**config.mk**
```make
export PLATFORM = sky130hd
export DESIGN_NAME = spi_frame_format
export DESIGN_NICKNAME = d
export VERILOG_FILES = /design/src/rtl/spi_frame_format.v
export VERILOG_INCLUDE_DIRS = /design/src /design/src/pkg
export SDC_FILE = /design/constraint.sdc
export NUM_CORES = 1
export LEC_CHECK = 0
export BUFFER_PORTS_ARGS = -buffer_cell sky130_fd_sc_hd__buf_2
export CAP_MARGIN = 10
export CORE_ASPECT_RATIO = 1.25
export CORE_MARGIN = 1
export CORE_UTILIZATION = 48
export CTS_CLUSTER_SIZE = 14
export DETAILED_ROUTE_END_ITERATION = 6
export GPL_TIMING_DRIVEN = 1
export PLACE_DENSITY = 0.87
export SYNTH_ARGS = -nofsm -noshare
export SYNTH_HDL_FRONTEND = slang
export SYNTH_SLANG_ARGS = --single-unit
```
**constraint.sdc**
```tcl
create_clock -name clk_sys -period 2 [get_ports clk_sys]
set_input_delay 0.1 -clock clk_sys [delete_from_list [all_inputs] [get_ports clk_sys]]
set_output_delay 0.1 -clock clk_sys [all_outputs]
set_load 0.02 [all_outputs]
```
**src/pkg/spi_frame_map.vh**
```
/*
 register offsets, field positions, reset values and mode codes
 for the serial frame-format and slave-abort block
*/
`ifndef SPI_FRAME_MAP_VH
`define SPI_FRAME_MAP_VH
// register byte addresses
`define REG_FORMAT 4'h0
`define REG_CTRL 4'h4
`define REG_STATUS 4'h8
`define REG_IRQ_CLEAR 4'hC
// format register fields
`define FMT_SPARE_HI 7
`define FMT_SPARE_LO 6
`define FMT_IDLE_LOW 5
`define FMT_CAPTURE_EDGE 4
`define FMT_MSB_FIRST 3
`define FMT_SELECT_ON 2
`define FMT_WRITE_COLLISION_FLAG 1
`define FMT_DONE 0
`define FMT_RESET 8'h00
// control register fields
`define CTRL_ON 0
`define CTRL_MODE_HI 3
`define CTRL_MODE_LO 1
`define CTRL_IRQ_EN 4
`define CTRL_RESET 8'h00
// mode codes
`define MODE_MASTER 3'h0
`define MODE_SLAVE 3'h1
`define MODE_I2C 3'h2
// status/irq bits
`define ST_DONE 0
`define ST_ABORT 1
`define ST_RESET 2'h0
// frame length in bits
`define FRAME_BITS 8
`endif

```
**src/rtl/spi_frame_format.v**
```verilog
/*
 frame-format control and slave-abort detection for a serial unit,
 with an Avalon-MM slave (answers with waitrequest low the cycle after
 a request). assumes serial pins are asynchronous to clk_sys.
*/
`timescale 1ns/100ps
`default_nettype none
`include "spi_frame_map.vh"
module spi_frame_format #(
    parameter FRAME_BITS = `FRAME_BITS
) (
    // clock and reset
    input wire clk_sys,
    input wire srst,
    // avalon-mm slave
    input wire [3:0] address,
    input wire read,
    input wire write,
    input wire [31:0] writedata,
    output reg [31:0] readdata,
    output wire waitrequest,
    // serial pins
    input wire sckIn,
    output reg sckIdle,
    input wire slaveSelectN,
    output wire selectPinOn,
    output wire msbFirst,
    output wire sampleStrobe,
    // interrupt
    output wire irq
);
    ////////////////////////////////////////////////////////////////////////////
    // local constants
    // pins that cross into the clk_sys domain
    localparam PIN_COUNT = 2;
    // clock pin sits at bit 0, select pin at bit 1
    localparam SCK_PIN = 0;
    localparam SEL_PIN = 1;
    // synchroniser start levels: select idles high, clock low
    localparam [1:0] PIN_IDLE = 2'h2;
    // reset images of the software registers
    localparam [7:0] FMT_INIT = `FMT_RESET;
    localparam [7:0] CTRL_INIT = `CTRL_RESET;
    localparam [1:0] ST_INIT = `ST_RESET;
    // number of sticky status bits
    localparam ST_BITS = 2;

    ////////////////////////////////////////////////////////////////////////////
    // regs: flip-flop state and the combinational read mux output
    // format register fields
    reg [1:0] spareBits;
    reg clockIdleLowSel;
    reg captureEdgeSel;
    reg msbFirstSel;
    reg selectPinOnSel;
    reg writeCollisionFlag;
    reg transferDoneFlag;
    // control register and interrupt enables
    reg [7:0] ctrl;
    reg [1:0] irqEnable;
    // bus answer state
    reg acked;
    // serial side state
    reg sckLast;
    reg [7:0] bitCount;
    // read mux output
    reg [31:0] next_readdata;

    ////////////////////////////////////////////////////////////////////////////
    // combinational nets
    // register images
    wire [7:0] format;
    wire [ST_BITS-1:0] status;
    wire [ST_BITS-1:0] next_status;
    wire [ST_BITS-1:0] statusEvent;
    wire [ST_BITS-1:0] statusClear;
    wire [ST_BITS-1:0] statusSoftSet;
    // synchronised pins
    wire [PIN_COUNT-1:0] pinRaw;
    wire [PIN_COUNT-1:0] pinSync;
    wire sckSync;
    wire selSync;
    // control decode
    wire serialIfOn;
    wire [2:0] modeSel;
    wire irqOn;
    wire slaveMode;
    wire armed;
    // bus decode
    wire request;
    wire wrHit;
    wire rdStart;
    wire formatWrite;
    wire ctrlWrite;
    wire statusWrite;
    wire clearWrite;
    // serial events
    wire sckRise;
    wire sckFall;
    wire captureEdge;
    wire lastBit;
    wire abortEvent;
    wire doneEvent;

    ////////////////////////////////////////////////////////////////////////////
    // avalon-mm handshake
    assign request = read | write;
    // one wait cycle, then answer
    assign waitrequest = request & ~acked;
    // writes land only at the edge where waitrequest is low
    assign wrHit = write & acked;
    // read data is fetched in the wait cycle, stands at the answering edge
    assign rdStart = read & ~acked;

    // ack toggle: high in the answering cycle only
    always @(posedge clk_sys) begin
        if (srst) begin
            acked <= 1'h0;
        end else begin
            acked <= request & ~acked;
        end
    end

    // register write selects
    assign formatWrite = wrHit && address == `REG_FORMAT;
    assign ctrlWrite = wrHit && address == `REG_CTRL;
    assign statusWrite = wrHit && address == `REG_STATUS;
    assign clearWrite = wrHit && address == `REG_IRQ_CLEAR;

    ////////////////////////////////////////////////////////////////////////////
    // pin synchronisers, two flops per pin
    assign pinRaw = {slaveSelectN, sckIn};

    genvar p;
    generate
        for (p = 0; p < PIN_COUNT; p = p + 1) begin : g_sync
            reg meta;
            reg stable;
            // only the second flop is read by logic
            always @(posedge clk_sys) begin
                if (srst) begin
                    meta <= PIN_IDLE[p];
                    stable <= PIN_IDLE[p];
                end else begin
                    meta <= pinRaw[p];
                    stable <= meta;
                end
            end
            assign pinSync[p] = stable;
        end
    endgenerate

    assign sckSync = pinSync[SCK_PIN];
    assign selSync = pinSync[SEL_PIN];

    // previous clock level for edge detection
    always @(posedge clk_sys) begin
        if (srst) begin
            sckLast <= PIN_IDLE[SCK_PIN];
        end else begin
            sckLast <= sckSync;
        end
    end

    ////////////////////////////////////////////////////////////////////////////
    // control decode
    assign serialIfOn = ctrl[`CTRL_ON];
    assign modeSel = ctrl[`CTRL_MODE_HI:`CTRL_MODE_LO];
    assign irqOn = ctrl[`CTRL_IRQ_EN];
    assign slaveMode = modeSel == `MODE_SLAVE;

    // format image and field outputs
    assign format = {spareBits, clockIdleLowSel, captureEdgeSel, msbFirstSel,
        selectPinOnSel, writeCollisionFlag, transferDoneFlag};
    assign selectPinOn = selectPinOnSel;
    assign msbFirst = msbFirstSel;
    // abort watch only as slave with unit and select pin on
    assign armed = slaveMode & serialIfOn & selectPinOnSel;

    ////////////////////////////////////////////////////////////////////////////
    // serial edge events
    assign sckRise = sckSync & ~sckLast;
    assign sckFall = ~sckSync & sckLast;
    // idle-high: 0 rise, 1 fall; idle-low: 0 fall, 1 rise
    assign captureEdge = (clockIdleLowSel ^ captureEdgeSel) ? sckFall : sckRise;
    // edges only count while selected
    assign sampleStrobe = armed & ~selSync & captureEdge;
    assign lastBit = bitCount == FRAME_BITS[7:0] - 8'h01;
    assign doneEvent = sampleStrobe & lastBit;
    // select released mid-frame
    assign abortEvent = armed & selSync & (bitCount != 8'h00);

    // clock idle level
    always @(posedge clk_sys) begin
        if (srst) begin
            sckIdle <= ~FMT_INIT[`FMT_IDLE_LOW];
        end else begin
            sckIdle <= ~clockIdleLowSel;
        end
    end

    // bit counter, restarts while select high
    always @(posedge clk_sys) begin
        if (srst) begin
            bitCount <= 8'h00;
        end else if (!armed || selSync || doneEvent) begin
            bitCount <= 8'h00;
        end else if (sampleStrobe) begin
            bitCount <= bitCount + 8'h01;
        end
    end

    ////////////////////////////////////////////////////////////////////////////
    // format register fields
    // spare bits: storage only
    always @(posedge clk_sys) begin
        if (srst) begin
            spareBits <= FMT_INIT[`FMT_SPARE_HI:`FMT_SPARE_LO];
        end else if (formatWrite) begin
            spareBits <= writedata[`FMT_SPARE_HI:`FMT_SPARE_LO];
        end
    end

    // idle level and capture edge; changing mid-frame is unsafe
    always @(posedge clk_sys) begin
        if (srst) begin
            clockIdleLowSel <= FMT_INIT[`FMT_IDLE_LOW];
            captureEdgeSel <= FMT_INIT[`FMT_CAPTURE_EDGE];
        end else if (formatWrite) begin
            clockIdleLowSel <= writedata[`FMT_IDLE_LOW];
            captureEdgeSel <= writedata[`FMT_CAPTURE_EDGE];
        end
    end

    // shift order and select pin enable
    always @(posedge clk_sys) begin
        if (srst) begin
            msbFirstSel <= FMT_INIT[`FMT_MSB_FIRST];
            selectPinOnSel <= FMT_INIT[`FMT_SELECT_ON];
        end else if (formatWrite) begin
            msbFirstSel <= writedata[`FMT_MSB_FIRST];
            selectPinOnSel <= writedata[`FMT_SELECT_ON];
        end
    end

    // collision bit: kept as plain storage here
    always @(posedge clk_sys) begin
        if (srst) begin
            writeCollisionFlag <= FMT_INIT[`FMT_WRITE_COLLISION_FLAG];
        end else if (formatWrite) begin
            writeCollisionFlag <= writedata[`FMT_WRITE_COLLISION_FLAG];
        end
    end

    // done flag: software may only clear it, a set in the same cycle wins
    always @(posedge clk_sys) begin
        if (srst) begin
            transferDoneFlag <= FMT_INIT[`FMT_DONE];
        end else if (doneEvent || abortEvent) begin
            transferDoneFlag <= 1'h1;
        end else if (formatWrite) begin
            transferDoneFlag <= transferDoneFlag & writedata[`FMT_DONE];
        end
    end

    ////////////////////////////////////////////////////////////////////////////
    // control register and interrupt enables
    always @(posedge clk_sys) begin
        if (srst) begin
            ctrl <= CTRL_INIT;
        end else if (ctrlWrite) begin
            ctrl <= writedata[7:0];
        end
    end

    // one enable serves both sources
    always @(posedge clk_sys) begin
        if (srst) begin
            irqEnable <= 2'h0;
        end else begin
            irqEnable <= {2{irqOn}};
        end
    end

    ////////////////////////////////////////////////////////////////////////////
    // sticky status; abort also sets done
    assign statusEvent = {abortEvent, doneEvent | abortEvent};
    assign statusClear = clearWrite ? writedata[1:0] : 2'h0;
    // software may set abort, never done
    assign statusSoftSet = statusWrite ? {writedata[`ST_ABORT], 1'h0} : 2'h0;
    // set beats clear in the same cycle
    assign next_status = (status & ~statusClear) | statusEvent | statusSoftSet;

    genvar s;
    generate
        for (s = 0; s < ST_BITS; s = s + 1) begin : g_status
            reg flag;
            // one sticky flop per status bit
            always @(posedge clk_sys) begin
                if (srst) begin
                    flag <= ST_INIT[s];
                end else begin
                    flag <= next_status[s];
                end
            end
            assign status[s] = flag;
        end
    endgenerate

    // level interrupt while an enabled bit is set
    assign irq = |(status & irqEnable);

    ////////////////////////////////////////////////////////////////////////////
    // read data mux
    always @* begin
        next_readdata = 32'h00000000;
        case (address)
            `REG_FORMAT: begin
                next_readdata = {24'h000000, format};
            end
            `REG_CTRL: begin
                next_readdata = {24'h000000, ctrl};
            end
            `REG_STATUS: begin
                next_readdata = {30'h00000000, status};
            end
            default: begin
                next_readdata = 32'h00000000;
            end
        endcase
    end

    // read data register, loaded in the wait cycle
    always @(posedge clk_sys) begin
        if (srst) begin
            readdata <= 32'h00000000;
        end else if (rdStart) begin
            readdata <= next_readdata;
        end
    end

    ////////////////////////////////////////////////////////////////////////////
    // notes for users
    // the select pin enable gates abort watching as well as framing
    // the clear register is write-one-to-clear; reads return zero
    // a frame cut short leaves the bit counter at zero for the next one
    // the capture edge is seen about three clocks after the pin moves
    // so the link clock half period must exceed three system clocks
endmodule
`default_nettype wire

```
; ---- Word-level counts from Yosys, hierarchy flattened
; Index checks and enable logic that the tools add are counted.
[word_totals]
input_bits = 42
regBits = 66
wordCells = 71
[op_classes]
mux = 6
reduce_logical = 13
n_eq_ne = 5
n_bitwise = 26
addsub = 1
[ops]
columns = operator, n
row1 = $pmux W8 S3, 1
row2 = $and A1 B1 Y1, 13
row3 = $add A8 B1 Y8 const B, 1
row4 = $eq A4 B4 Y1 const B, 2
row5 = $eq A8 B3 Y1 const B, 1
row6 = $reduce_bool A8 Y1, 1
row7 = $not A1 Y1, 5
row8 = $and A2 B2 Y2, 2
row9 = $eq A4 B3 Y1 const B, 1
row10 = $logic_and A1 B1 Y1, 4
row11 = $logic_not A4 Y1, 1
row12 = $mux W2, 2
row13 = $or A2 B2 Y2, 2
row14 = $reduce_or A2 Y1, 2
row15 = $eq A3 B1 Y1 const B, 1
row16 = $logic_or A1 B1 Y1, 3
row17 = $mux W1, 3
row18 = $not A2 Y2, 1
row19 = $or A1 B1 Y1, 2
row20 = $reduce_bool A2 Y1, 1
row21 = $logic_not A1 Y1, 1
row22 = $xor A1 B1 Y1, 1

; ---- Depth between registers and ports, before layout
; Gate-level depths: netlist of the first run.
[logic_depth]
word_depth = 9
ltp_mapped = 5
mapped_depth_nobuf = 5

; ---- Least setup slack after synthesis of the first run
; Ideal clock, no wire load.
[synth_timing]
kind = register -> register
from = reg selectPinOnSel, in the netlist selectPinOn
to = reg transferDoneFlag
period_less_slack_ns = 1.686
setup_ns = 0.074
t_required_ns = 1.926
arrival_ns = 1.612
setup_slack_ns = 0.314
path_buffers = 1
stages_incl_launch_ff = 6
cell_sequence = dfxtp_1 -> nand4b_1 -> or3_4 -> buf_2 -> or3_1 -> a31oi_1
[synth_via]
elab_chain_cells = 6
word_cells_on_any_way = 9
[synth_rtl]
columns = element, line_no
row1 = start: declaration, spi_frame_format.v:55  ; reg selectPinOnSel;
row2 = start signal: assignment, spi_frame_format.v:239  ; selectPinOnSel <= FMT_INIT[`FMT_SELECT_ON];
row3 = start signal: assignment, spi_frame_format.v:242  ; selectPinOnSel <= writedata[`FMT_SELECT_ON];
row4 = $and A1 B1 Y1 *, spi_frame_format.v:178  ; assign armed = slaveMode & serialIfOn & selectPinOnSel;
row5 = $and A1 B1 Y1 (2 in a row), spi_frame_format.v:187  ; assign sampleStrobe = armed & ~selSync & captureEdge;
row6 = $and A1 B1 Y1, spi_frame_format.v:189  ; assign doneEvent = sampleStrobe & lastBit;
row7 = $logic_or A1 B1 Y1 *, spi_frame_format.v:259  ; end else if (doneEvent || abortEvent) begin
row8 = $mux W1 / $reduce_bool A2 Y1 (equally long branches), -
row9 = end signal: assignment, spi_frame_format.v:258  ; transferDoneFlag <= FMT_INIT[`FMT_DONE];
row10 = end signal: assignment, spi_frame_format.v:262  ; transferDoneFlag <= transferDoneFlag & writedata[`FMT_DONE];
row11 = end: declaration, spi_frame_format.v:57  ; reg transferDoneFlag;
; Every way passes the cells marked *; elsewhere a longest branch is shown, timed or not.
; A chain may end at the register's enable or synchronous reset.

; ---- Worst setup path after layout of the first run
[layout_timing]
from = reg clockIdleLowSel
to = reg bitCount[4]
[layout_via]
elab_chain_cells = 6
[layout_rtl]
columns = element, line_no
row1 = start: declaration, spi_frame_format.v:52  ; reg clockIdleLowSel;
row2 = start signal: assignment, spi_frame_format.v:227  ; clockIdleLowSel <= FMT_INIT[`FMT_IDLE_LOW];
row3 = start signal: assignment, spi_frame_format.v:230  ; clockIdleLowSel <= writedata[`FMT_IDLE_LOW];
row4 = $xor A1 B1 Y1 *, spi_frame_format.v:185  ; assign captureEdge = (clockIdleLowSel ^ captureEdgeSel) ? sckFall : sckRise;
row5 = $mux W1 *, spi_frame_format.v:185
row6 = $and A1 B1 Y1 *, spi_frame_format.v:187
row7 = $and A1 B1 Y1, spi_frame_format.v:189
row8 = $logic_or A1 B1 Y1, spi_frame_format.v:206  ; end else if (!armed || selSync || doneEvent) begin
row9 = $reduce_or A2 Y1 (no source line), -
row10 = end signal: assignment, spi_frame_format.v:209  ; bitCount <= bitCount + 8'h01;
row11 = end: declaration, spi_frame_format.v:65  ; reg [7:0] bitCount;
; Marked as above.

==> results of run 1 <==
-- cell type report --
type	count	area (um^2)	area share [%]
sequential	42	841	38.4
clock buffer	6	72.6	3.32
clock inverter	2	13.8	0.629
tap	54	67.6	3.09
timing repair buffer	33	173	7.89
multi-input combinational	158	1000	45.8
inverter	5	18.8	0.858
-- metal layers --
layer	vias to the layer above	track usage, %	wire length [um]
li1	772	-	-
met1	735	21.2	1600
met2	49	29.7	1850
met3	8	4.70	194
met4	0	10.9	91
met5	-	0	0
-- path summary, 6_finish.rpt --
kind                                      from                          end  slack [ns]  cells past startpoint
setup / recovery  clockIdleLowSel$_SDFFE_PP0P_     bitCount[4]$_SDFFE_PP0P_        0.23                      4
hold / removal                           sckIn    g_sync[0].meta$_SDFF_PP0_       0.008                      2
setup reg to reg  clockIdleLowSel$_SDFFE_PP0P_     bitCount[4]$_SDFFE_PP0P_        0.23                      4
hold reg to reg      g_sync[1].meta$_SDFF_PP1_  g_sync[1].stable$_SDFF_PP1_        0.42                      1
-- state kept, by name, indices dropped and copies added (netlist names) --
name and count:
selectPinOn 1, writeCollisionFlag 1, acked 1, g_status.flag 2, irqEnable 1, captureEdgeSel 1
ctrl 8, msbFirst 1, clockIdleLowSel 1, readdata 8, g_sync.stable 2, spareBits 2
bitCount 8, sckLast 1, sckIdle 1, transferDoneFlag 1, g_sync.meta 2
-- synthesized netlist by cell type (2+ instances only) --
cell type / instances / area [um^2]
buf_4: 24 / 180
a21oi_1: 8 / 40.0
buf_2: 3 / 15.0
nor2_1: 29 / 109
nand2b_1: 3 / 18.8
nand4_1: 3 / 18.8
nand2_1: 4 / 15.0
o21ai_0: 3 / 15.0
or2_2: 2 / 12.5
clkbuf_1: 6 / 22.5
a22oi_1: 8 / 60.1
nor2b_1: 5 / 31.3
o41ai_1: 2 / 17.5
a31oi_1: 2 / 12.5
mux2i_1: 19 / 190
inv_1: 5 / 18.8
nand3_1: 6 / 30.0
ha_1: 2 / 25.0
nor3_1: 4 / 20.0
o31ai_1: 5 / 37.5
or4_1: 5 / 37.5
dfxtp_1: 42 / 841
nand4b_1: 2 / 17.5
or3_1: 4 / 25.0
o2bb2ai_1: 2 / 17.5
mux2_2: 6 / 67.6
-- stage by stage --
stage | hold WS [ns] | total power, mW | std cells | instance area [um^2]
floorplan | 0.204 | 0.987 | 238 | 2080
global placement | 0.286 | 0.982 | 291 | 2090
detailed placement | 0.286 | 0.983 | 291 | 2090
CTS | 0.00457 | 1.51 | 300 | 2190
global route | 0.0131 | 1.56 | 300 | 2190
finish | 0.00801 | 1.51 | 300 | 2190
-- kinds of logic (layout without fill, tap and decap cells) --
logic type / count (synthesis) / after routing / share of synthesized area (%)
adders and majority gates: 2 / 2 / 1.26
other: 1 / 24 / 0.188
and+or+nand+nor: 72 / 72 / 19.2
AOI/OAI and AO/OA: 33 / 33 / 11.2
muxes: 26 / 26 / 13.7
xor gates and xnor gates: 1 / 1 / 0.440
buffers and inverters: 38 / 46 / 11.9
DFF: 42 / 42 / 42.2
-- power groups by stage --
stage	combinational [mW]	clock, mW	sequential, mW
floorplan	0.121	0	0.866
global placement	0.115	0	0.866
detailed placement	0.116	0	0.867
CTS	0.118	0.548	0.847
global route	0.132	0.585	0.848
finish	0.120	0.539	0.847
==> metrics.txt, run 1 <==
status completed; Async SR Flop Fraction 0%; vias in the first global route 1339; Power Dens Cells 688 mW/mm^2; total track usage 18.2%; DR vias 1564; unrepaired setup endpoints after global routing no; maximum vdd drop 465 uV; syn avg cell area 9.26 um^2; Max transition margin 60.2%; synthesized cell area 0.00199 mm^2; fin crit period 1.77 ns; dpl ws 0.224 ns; post-DP HPWL 2.64 mm; FF+latch count, synth 42; most frequent cells in the layout dfxtp_1 (42), buf_2 (31), nor2_1 (29), conb_1 (24), mux2i_1 (19); Initial Utilization 51.4%; Final Worst Setup Slack 0.228 ns; clock buffer depth 2; Congestion Overflow GR 0; max_cap viols 0; endpoint class of the critical path flop; commonest non-fill, non-tap cell in the layout dfxtp_1; full die area 0.00441 mm^2; synthesis-to-finish area growth 9.80%; Routed Antenna Nets 0; Crit path max-delay family simple AND/OR/NAND/NOR gates; CP Max Fanout 17; DR iter-0 viols 38; Die H 74.0 um; largest net degree at the start of global routing 36; Worst path slowest cell or4_1; sequential element share of the synthesized area 42.2%; HP Class primary input to flop; switching share of power 25.7%; WP buf/inv 0; DRC 0; crit share post-route 88.6%; Clock Pin Slew Worst Setup and Hold Paths 0.08 ns; clk sinks 42; ratio of cells with drive above 1 in the final layout 20.3%; first-pass GRT wire length 5.95 mm; core region area 0.00388 mm^2; n_diodes 0; detailed-route wire length per cell 12.4 um; post-CTS resize count 0; Psw 387 uW; PortBufs 31; initial antenna violation count 0; Die Wd 59.6 um; crit path DAT 2.00 ns; CTS tree built; CTS Buf Count 5; Pleak 0.922 nW; num rows 25; Final Setup Violations 0; Power Internal 1.12 mW; setup_tns 0 ns; power share of the combinational group 7.9%; Fillers 361; number of I/O pins 80; startpoint types flop; yosys warns 0; H-tree levels 2; Clock power frac 35.8%; Root Buffer clkbuf_8; WP data required 2.23 ns; Slew Limit Fails 0; GPL Wtd Cong 0.798; synthesized instance count 215; Netlist cell types 37; Via density 5.21; CTS hold repair buffers 1; Util after Layout 56.4%; Layout Nets 289; EDFF count, synth 0; Clock Latency Late Sink 0.30 ns; WS Path Type flop to flop; Slew @ Worst Pin 0.596 ns; ys flop type dfxtp_1; drt total wl 3.73 mm; Post-CTS Setup Repair Bufs 0; Pre-antenna DRT Iters 4; final hold vios 0; Setup Skew 0.00952 ns; crit path cell chain xnor2_1, mux2_4, or4_1, a21oi_1; Seq pwr share 56.3%; Max Freq 564 MHz; Slowest Stage Delay on Critical Path 0.51 ns
Note: power is estimated with default switching activity, not from simulation.
==> run 2, diff against run 1 <==
--- a/config.mk
+++ b/config.mk
@@ -6,11 +6,12 @@
 export SDC_FILE = /design/constraint.sdc
 export NUM_CORES = 1
 export LEC_CHECK = 0
+export ABC_AREA = 1
 export BUFFER_PORTS_ARGS = -buffer_cell sky130_fd_sc_hd__buf_2
 export CAP_MARGIN = 10
 export CORE_ASPECT_RATIO = 1.25
-export CORE_MARGIN = 1
-export CORE_UTILIZATION = 48
+export CORE_MARGIN = 2
+export CORE_UTILIZATION = 49
 export CTS_CLUSTER_SIZE = 14
 export DETAILED_ROUTE_END_ITERATION = 6
 export GPL_TIMING_DRIVEN = 1
==> metrics.txt, run 2 <==
status completed; initial antenna violation count 0 (unchanged); top cells by count, synth nand2_1 (48), dfxtp_1 (42), inv_1 (30); Via density 4.82 (-7.6%); Synth Area in Compound Gates 14.7% (+3.5 points); synthesized instance count 284 (+32%); vias in the first global route 1645 (+23%); EDFF count, synth 0 (unchanged); Setup Skew 0.00859 ns (-0.000936 ns); met3 usage 4.11% (-0.59 points); placed instance area 0.00228 mm^2 (+9.2%); CTS tree built; crit share post-route 77.8% (-11 points); crit path DAT 1.46 ns (-0.54 ns); num rows 27 (+8.0%); worst setup path start ctrl[1]$_SDFFE_PP0P_; Critical Path Sink sampleStrobe; reg-to-reg endpoint bitCount[1]$_SDFFE_PP0P_; WP data required 1.90 ns (-0.33 ns); startpoint types flop; GRT met1 Usage 19.7% (-1.6 points); Async SR Flop Fraction 0% (unchanged); clk sinks 42 (unchanged); DRC 0 (unchanged); PortBufs 31 (unchanged); HP Class primary input to flop; simple-gate share of the synthesized area 28.1% (+9.0 points); largest family of logic cells by synthesized area simple AND/OR/NAND/NOR gates; DR vias 1811 (+16%); Max Freq 642 MHz (+14%); Power Dens Cells 734 mW/mm^2 (+6.6%); Final Worst Setup Slack 0.443 ns (+0.215 ns); Final Setup Violations 0 (unchanged); synthesis-to-finish area growth 11.6%; ys flop type dfxtp_1; total track usage 17.8% (-0.31 points); Final Cell Area 0.00244 mm^2 (+12%); Util after Layout 56.0% (-0.40 points); max_cap viols 0 (unchanged); cell count of the worst reg-to-reg path 8 (+4); post-DP HPWL 3.04 mm (+16%); CP Max Fanout 9 (-8); multiplexer area fraction after synthesis 0% (-14 points); H-tree levels 2 (unchanged); Pre-antenna DRT Iters 4 (unchanged); synth top area cells dfxtp_1 (38%), buf_4 (8.9%), nand2_1 (8.2%); Netlist cell types 33 (-11%); ratio of cells with drive above 1 in the final layout 23.6% (+3.3 points); synthesized cell area 0.00219 mm^2 (+9.8%); full die area 0.00502 mm^2 (+14%); n_diodes 0 (unchanged); number of I/O pins 80 (unchanged); first-pass GRT wire length 7.11 mm (+19%); Clock Latency Late Sink 0.31 ns (about the same); sequential element share of the synthesized area 38.4% (-3.8 points); post-synth top area share 38.4% (-3.8 points); clock buffer depth 2 (unchanged); Post-CTS Setup Repair Bufs 0 (unchanged); drt total wl 4.18 mm (+12%); Finished Layout Cells 376 (+25%); grt met2 use 32.3% (+2.6 points); Reg2Reg Setup Slack 0.58 ns (+0.35 ns); endpoint class of the critical path output port; Initial Utilization 50.2% (-1.2 points); dpl ws 0.605 ns (+0.381 ns); largest net degree at the start of global routing 21 (-42%); core region area 0.00436 mm^2 (+12%); fin crit period 1.56 ns (-0.215 ns); Layout Nets 361 (+25%); adder-cell share of the synthesized area 1.14% (-0.11 points); Clock Pin Slew Worst Setup and Hold Paths 0.09 ns (about the same); Die Wd 63.8 um (+6.9%); syn avg cell area 7.70 um^2 (-17%); r2r startpoint bitCount[1]$_SDFFE_PP0P_; WS Path Type flop to output port; Slew Limit Fails 0 (unchanged); Regs by FF count bitCount (8), ctrl (8), readdata (8); grt peak-use layer met2; Die H 78.7 um (+6.3%); final hold vios 0 (unchanged); setup_tns 0 ns (unchanged); Synth Area in XOR/XNOR 0.801% (+0.36 points); GPL Wtd Cong 0.824 (+3.2%); Pleak 1.04 nW (+13%); DR iter-0 viols 61 (+61%); Final Hold Slack 0.0649 ns (+0.0568 ns); Cells after DPL 366 (+26%); Yosys top cell by area dfxtp_1; FF+latch count, synth 42 (unchanged); commonest non-fill, non-tap cell in the layout nand2_1; Congestion Overflow GR 0 (unchanged); Root Buffer clkbuf_8; yosys warns 0 (unchanged); detailed-route wire length per cell 11.1 um (-11%); maximum vdd drop 500 uV (+7.4%); Routed Antenna Nets 0 (unchanged); CTS Buf Count 5 (unchanged); most frequent cells in the layout nand2_1 (48), dfxtp_1 (42), buf_2 (31), inv_1 (30), a21oi_1 (25); unrepaired setup endpoints after global routing no; Pwr Total 1.79 mW (+19%); most frequent cell after synthesis nand2_1
-- run 2: critical path, stage by stage, from the launching register on --
cell	delay, ns
dfxtp_1	0.38
nand2_2	0.08
nor2_4	0.10
nand2_4	0.09
nor2_8	0.17
nand2_8	0.11
clkinv_8	0.07
buf_2	0.15
-- run 2: how the worst min path moves through the flow --
stage / start / to / slack [ns] / depth (start not counted)
detailed placement: slaveSelectN / g_sync[1].meta$_SDFF_PP1_ / 0.29 / 2
global route: writedata[7] / spareBits[1]$_SDFFE_PP0P_ / 0.09 / 3
global placement: slaveSelectN / g_sync[1].meta$_SDFF_PP1_ / 0.29 / 2
CTS: writedata[7] / spareBits[1]$_SDFFE_PP0P_ / 0.06 / 3
floorplan: slaveSelectN / g_sync[1].meta$_SDFF_PP1_ / 0.20 / 1
finish: writedata[7] / spareBits[1]$_SDFFE_PP0P_ / 0.06 / 3
-- run 2: routing by layer --
layer	wire [um]	up-vias
met4	75	0
li1	-	934
met3	191	8
met1	1700	824
met2	2210	45
met5	0	-
-- run 2: where the power goes --
group	switching, mW	internal [mW]
Sequential	0.00612	0.844
Combinational	0.103	0.0322
Clock	0.306	0.500
-- run 2: layout make-up --
cell class                 instances  area, um^2
inverter                          35         144
clock inverter                     3        68.8
multi-input combinational        200        1070
clock buffer                       5        68.8
fill                             406        1920
tap                               58        72.6
sequential                        42         841
timing repair buffer              33         175
-- run 2: cells by family (layout without fill, tap and decap cells) --
kind of cell               after synthesis  count (layout)
AOI/OAI and AO/OA                       57              57
xor gates and xnor gates                 2               2
adders and majority gates                2               2
buffers and inverters                   65              76
DFF                                     42              42
other                                    1              24
and+or+nand+nor                        115             115
-- run 2: timing repair --
action	in CTS	in global routing
hold buffers	2	0
resized for setup	0	0
hold endpoints to repair	2	0
==> run 3, diff against run 2 <==
==> constraint.sdc (replaced) <==
create_clock -name clk_sys -period 1.6 [get_ports clk_sys]
set_input_delay 0.08 -clock clk_sys [delete_from_list [all_inputs] [get_ports clk_sys]]
set_output_delay 0.08 -clock clk_sys [all_outputs]
set_load 0.02 [all_outputs]
==> metrics.txt, run 3 (same netlist as run 2, synthesis figures left out) <==
full die area 0.00502 mm^2 (unchanged); drt total wl 4.16 mm (-0.34%); startpoint types flop; crit share post-route 94.5%; Pre-antenna DRT Iters 4 (unchanged); switching share of power 22.9% (-0.29 points); max_cap viols 0 (unchanged); endpoint class of the critical path output port; maximum vdd drop 661 uV (+32%); GPL Wtd Cong 0.823 (about the same); setup_tns 0 ns (unchanged); WS Path Type flop to output port; final hold vios 0 (unchanged); crit path DAT 1.43 ns (-0.03 ns); Die Wd 63.8 um (unchanged); first-pass GRT wire length 7.06 mm (-0.69%); post-DP HPWL 3.03 mm (-0.47%); Regs by FF count bitCount (8), ctrl (8), readdata (8); PortBufs 31 (unchanged); DR vias 1829 (+0.99%); synthesis-to-finish area growth 12.6%; vias in the first global route 1709 (+3.9%); Pleak 1.06 nW (+1.5%); n_diodes 0 (unchanged); Clock power frac 44.7% (-0.3 points); H-tree levels 2 (unchanged); Max Freq 662 MHz; Via density 4.83 (+0.19%); largest net degree at the start of global routing 21 (unchanged); Clock Latency Late Sink 0.29 ns (-0.02 ns); core region area 0.00436 mm^2 (unchanged); status completed; CTS Buf Count 5 (unchanged); Congestion Overflow GR 0 (unchanged); CTS tree built; Routed Antenna Nets 0 (unchanged); placed instance area 0.00230 mm^2 (+0.66%); initial antenna violation count 0 (unchanged); Clock Pin Slew Worst Setup and Hold Paths 0.09 ns (about the same); Layout Nets 364 (+0.83%); Setup Skew 0.00931 ns (+0.000721 ns); Slew Limit Fails 0 (unchanged); Root Buffer clkbuf_8; Final Setup Violations 0 (unchanged); num rows 27 (unchanged); clock buffer depth 2 (unchanged); Seq pwr share 47.5% (about the same); CP Max Fanout 9 (unchanged); WP data required 1.52 ns (-0.38 ns); r2r startpoint bitCount[0]$_SDFFE_PP0P_; worst setup path start ctrl[1]$_SDFFE_PP0P_; DR iter-0 viols 53 (-13%); HP Class primary input to flop; number of I/O pins 80 (unchanged); Psw 511 uW (+23%); most frequent cells in the layout nand2_1 (48), dfxtp_1 (41), buf_2 (31), inv_1 (30), a21oi_1 (25); DRC 0 (unchanged); ratio of cells with drive above 1 in the final layout 24.6% (+1.0 points); power share of the combinational group 7.8% (+0.3 points); hold wc startpoint writedata[7]; total track usage 17.8% (-0.025 points); Initial Utilization 50.2% (unchanged); Die H 78.7 um (unchanged); Power Internal 1.72 mW (+25%); commonest non-fill, non-tap cell in the layout nand2_1; clk sinks 42 (unchanged); fin crit period 1.51 ns; detailed-route wire length per cell 11.0 um (-1.1%); Power Dens Cells 907 mW/mm^2 (+24%); Final Cell Area 0.00246 mm^2 (+0.97%)
==> run 3: cell types whose count changed in the layout (fill, tap and decap cells not counted), sizes merged <==
| cell | delta |
|---|---|
| buf | +3 |
==> run 3: what timing repair did <==
item                                    CTS  global route
buffers inserted                          0             1
resized for setup                         0             1
endpoints found under the setup margin    0             1
hold buffers                              2             0
hold endpoints to repair                  2             0
==> run 3: power groups by stage <==
stage          clock network, mW  registers [mW]  logic [mW]
6_report                   0.999            1.06       0.174
5_1_grt                     1.07            1.06       0.192
4_1_cts                     1.02            1.06       0.173
3_5_place_dp                   0            1.09       0.168
3_3_place_gp                   0            1.09       0.166
2_1_floorplan                  0            1.09       0.165
==> run 3: stage by stage <==
| stage | hold slack, ns | cells | setup slack [ns] | power [mW] | utilization (%) |
|---|---|---|---|---|---|
| final | 0.0602 | 379 | 0.0883 | 2.24 | 56.5 |
| after CTS | 0.0535 | 378 | 0.0452 | 2.25 | 56.3 |
| after global routing | 0.0579 | 379 | -0.0177 | 2.33 | 56.5 |
| after detailed placement | 0.269 | 368 | 0.191 | 1.26 | 52.7 |
| after global placement | 0.269 | 368 | 0.235 | 1.25 | 52.7 |
| after floorplan | 0.184 | 307 | 0.352 | 1.25 | - |
==> run 3: final timing paths <==
| path | end | slack, ns | cells after the start |
|---|---|---|---|
| setup reg to reg | bitCount[4]$_SDFFE_PP0P_ | 0.16 | 8 |
| setup / recovery | sampleStrobe | 0.09 | 7 |
| hold / removal | spareBits[1]$_SDFFE_PP0P_ | 0.06 | 3 |
| hold reg to reg | g_sync[0].stable$_SDFF_PP0_ | 0.41 | 2 |
==> run 3: layout make-up <==
type                    instances  area (um^2)
clock buffers                   5         68.8
multi-input cells             200         1070
inverters                      35          144
well taps                      58         72.6
clock inverters                 3         68.8
flip-flops and latches         42          842
repair buffers                 36          198
fillers                       404         1890
==> run 3: critical path, stage by stage (launching register included) <==
cell	delay (ns)
dfxtp_1	0.39
nand2_2	0.09
nor2_4	0.10
nand2_4	0.09
nor2_8	0.15
nand2_8	0.10
clkinv_8	0.07
buf_2	0.15
==> run 3: routing by layer <==
metal | share of wire [%] | track usage, %
met2 | 53 | 34.3
met1 | 41 | 18.5
met5 | 0 | 0
met3 | 3.8 | 3.97
met4 | 2.1 | 6.74
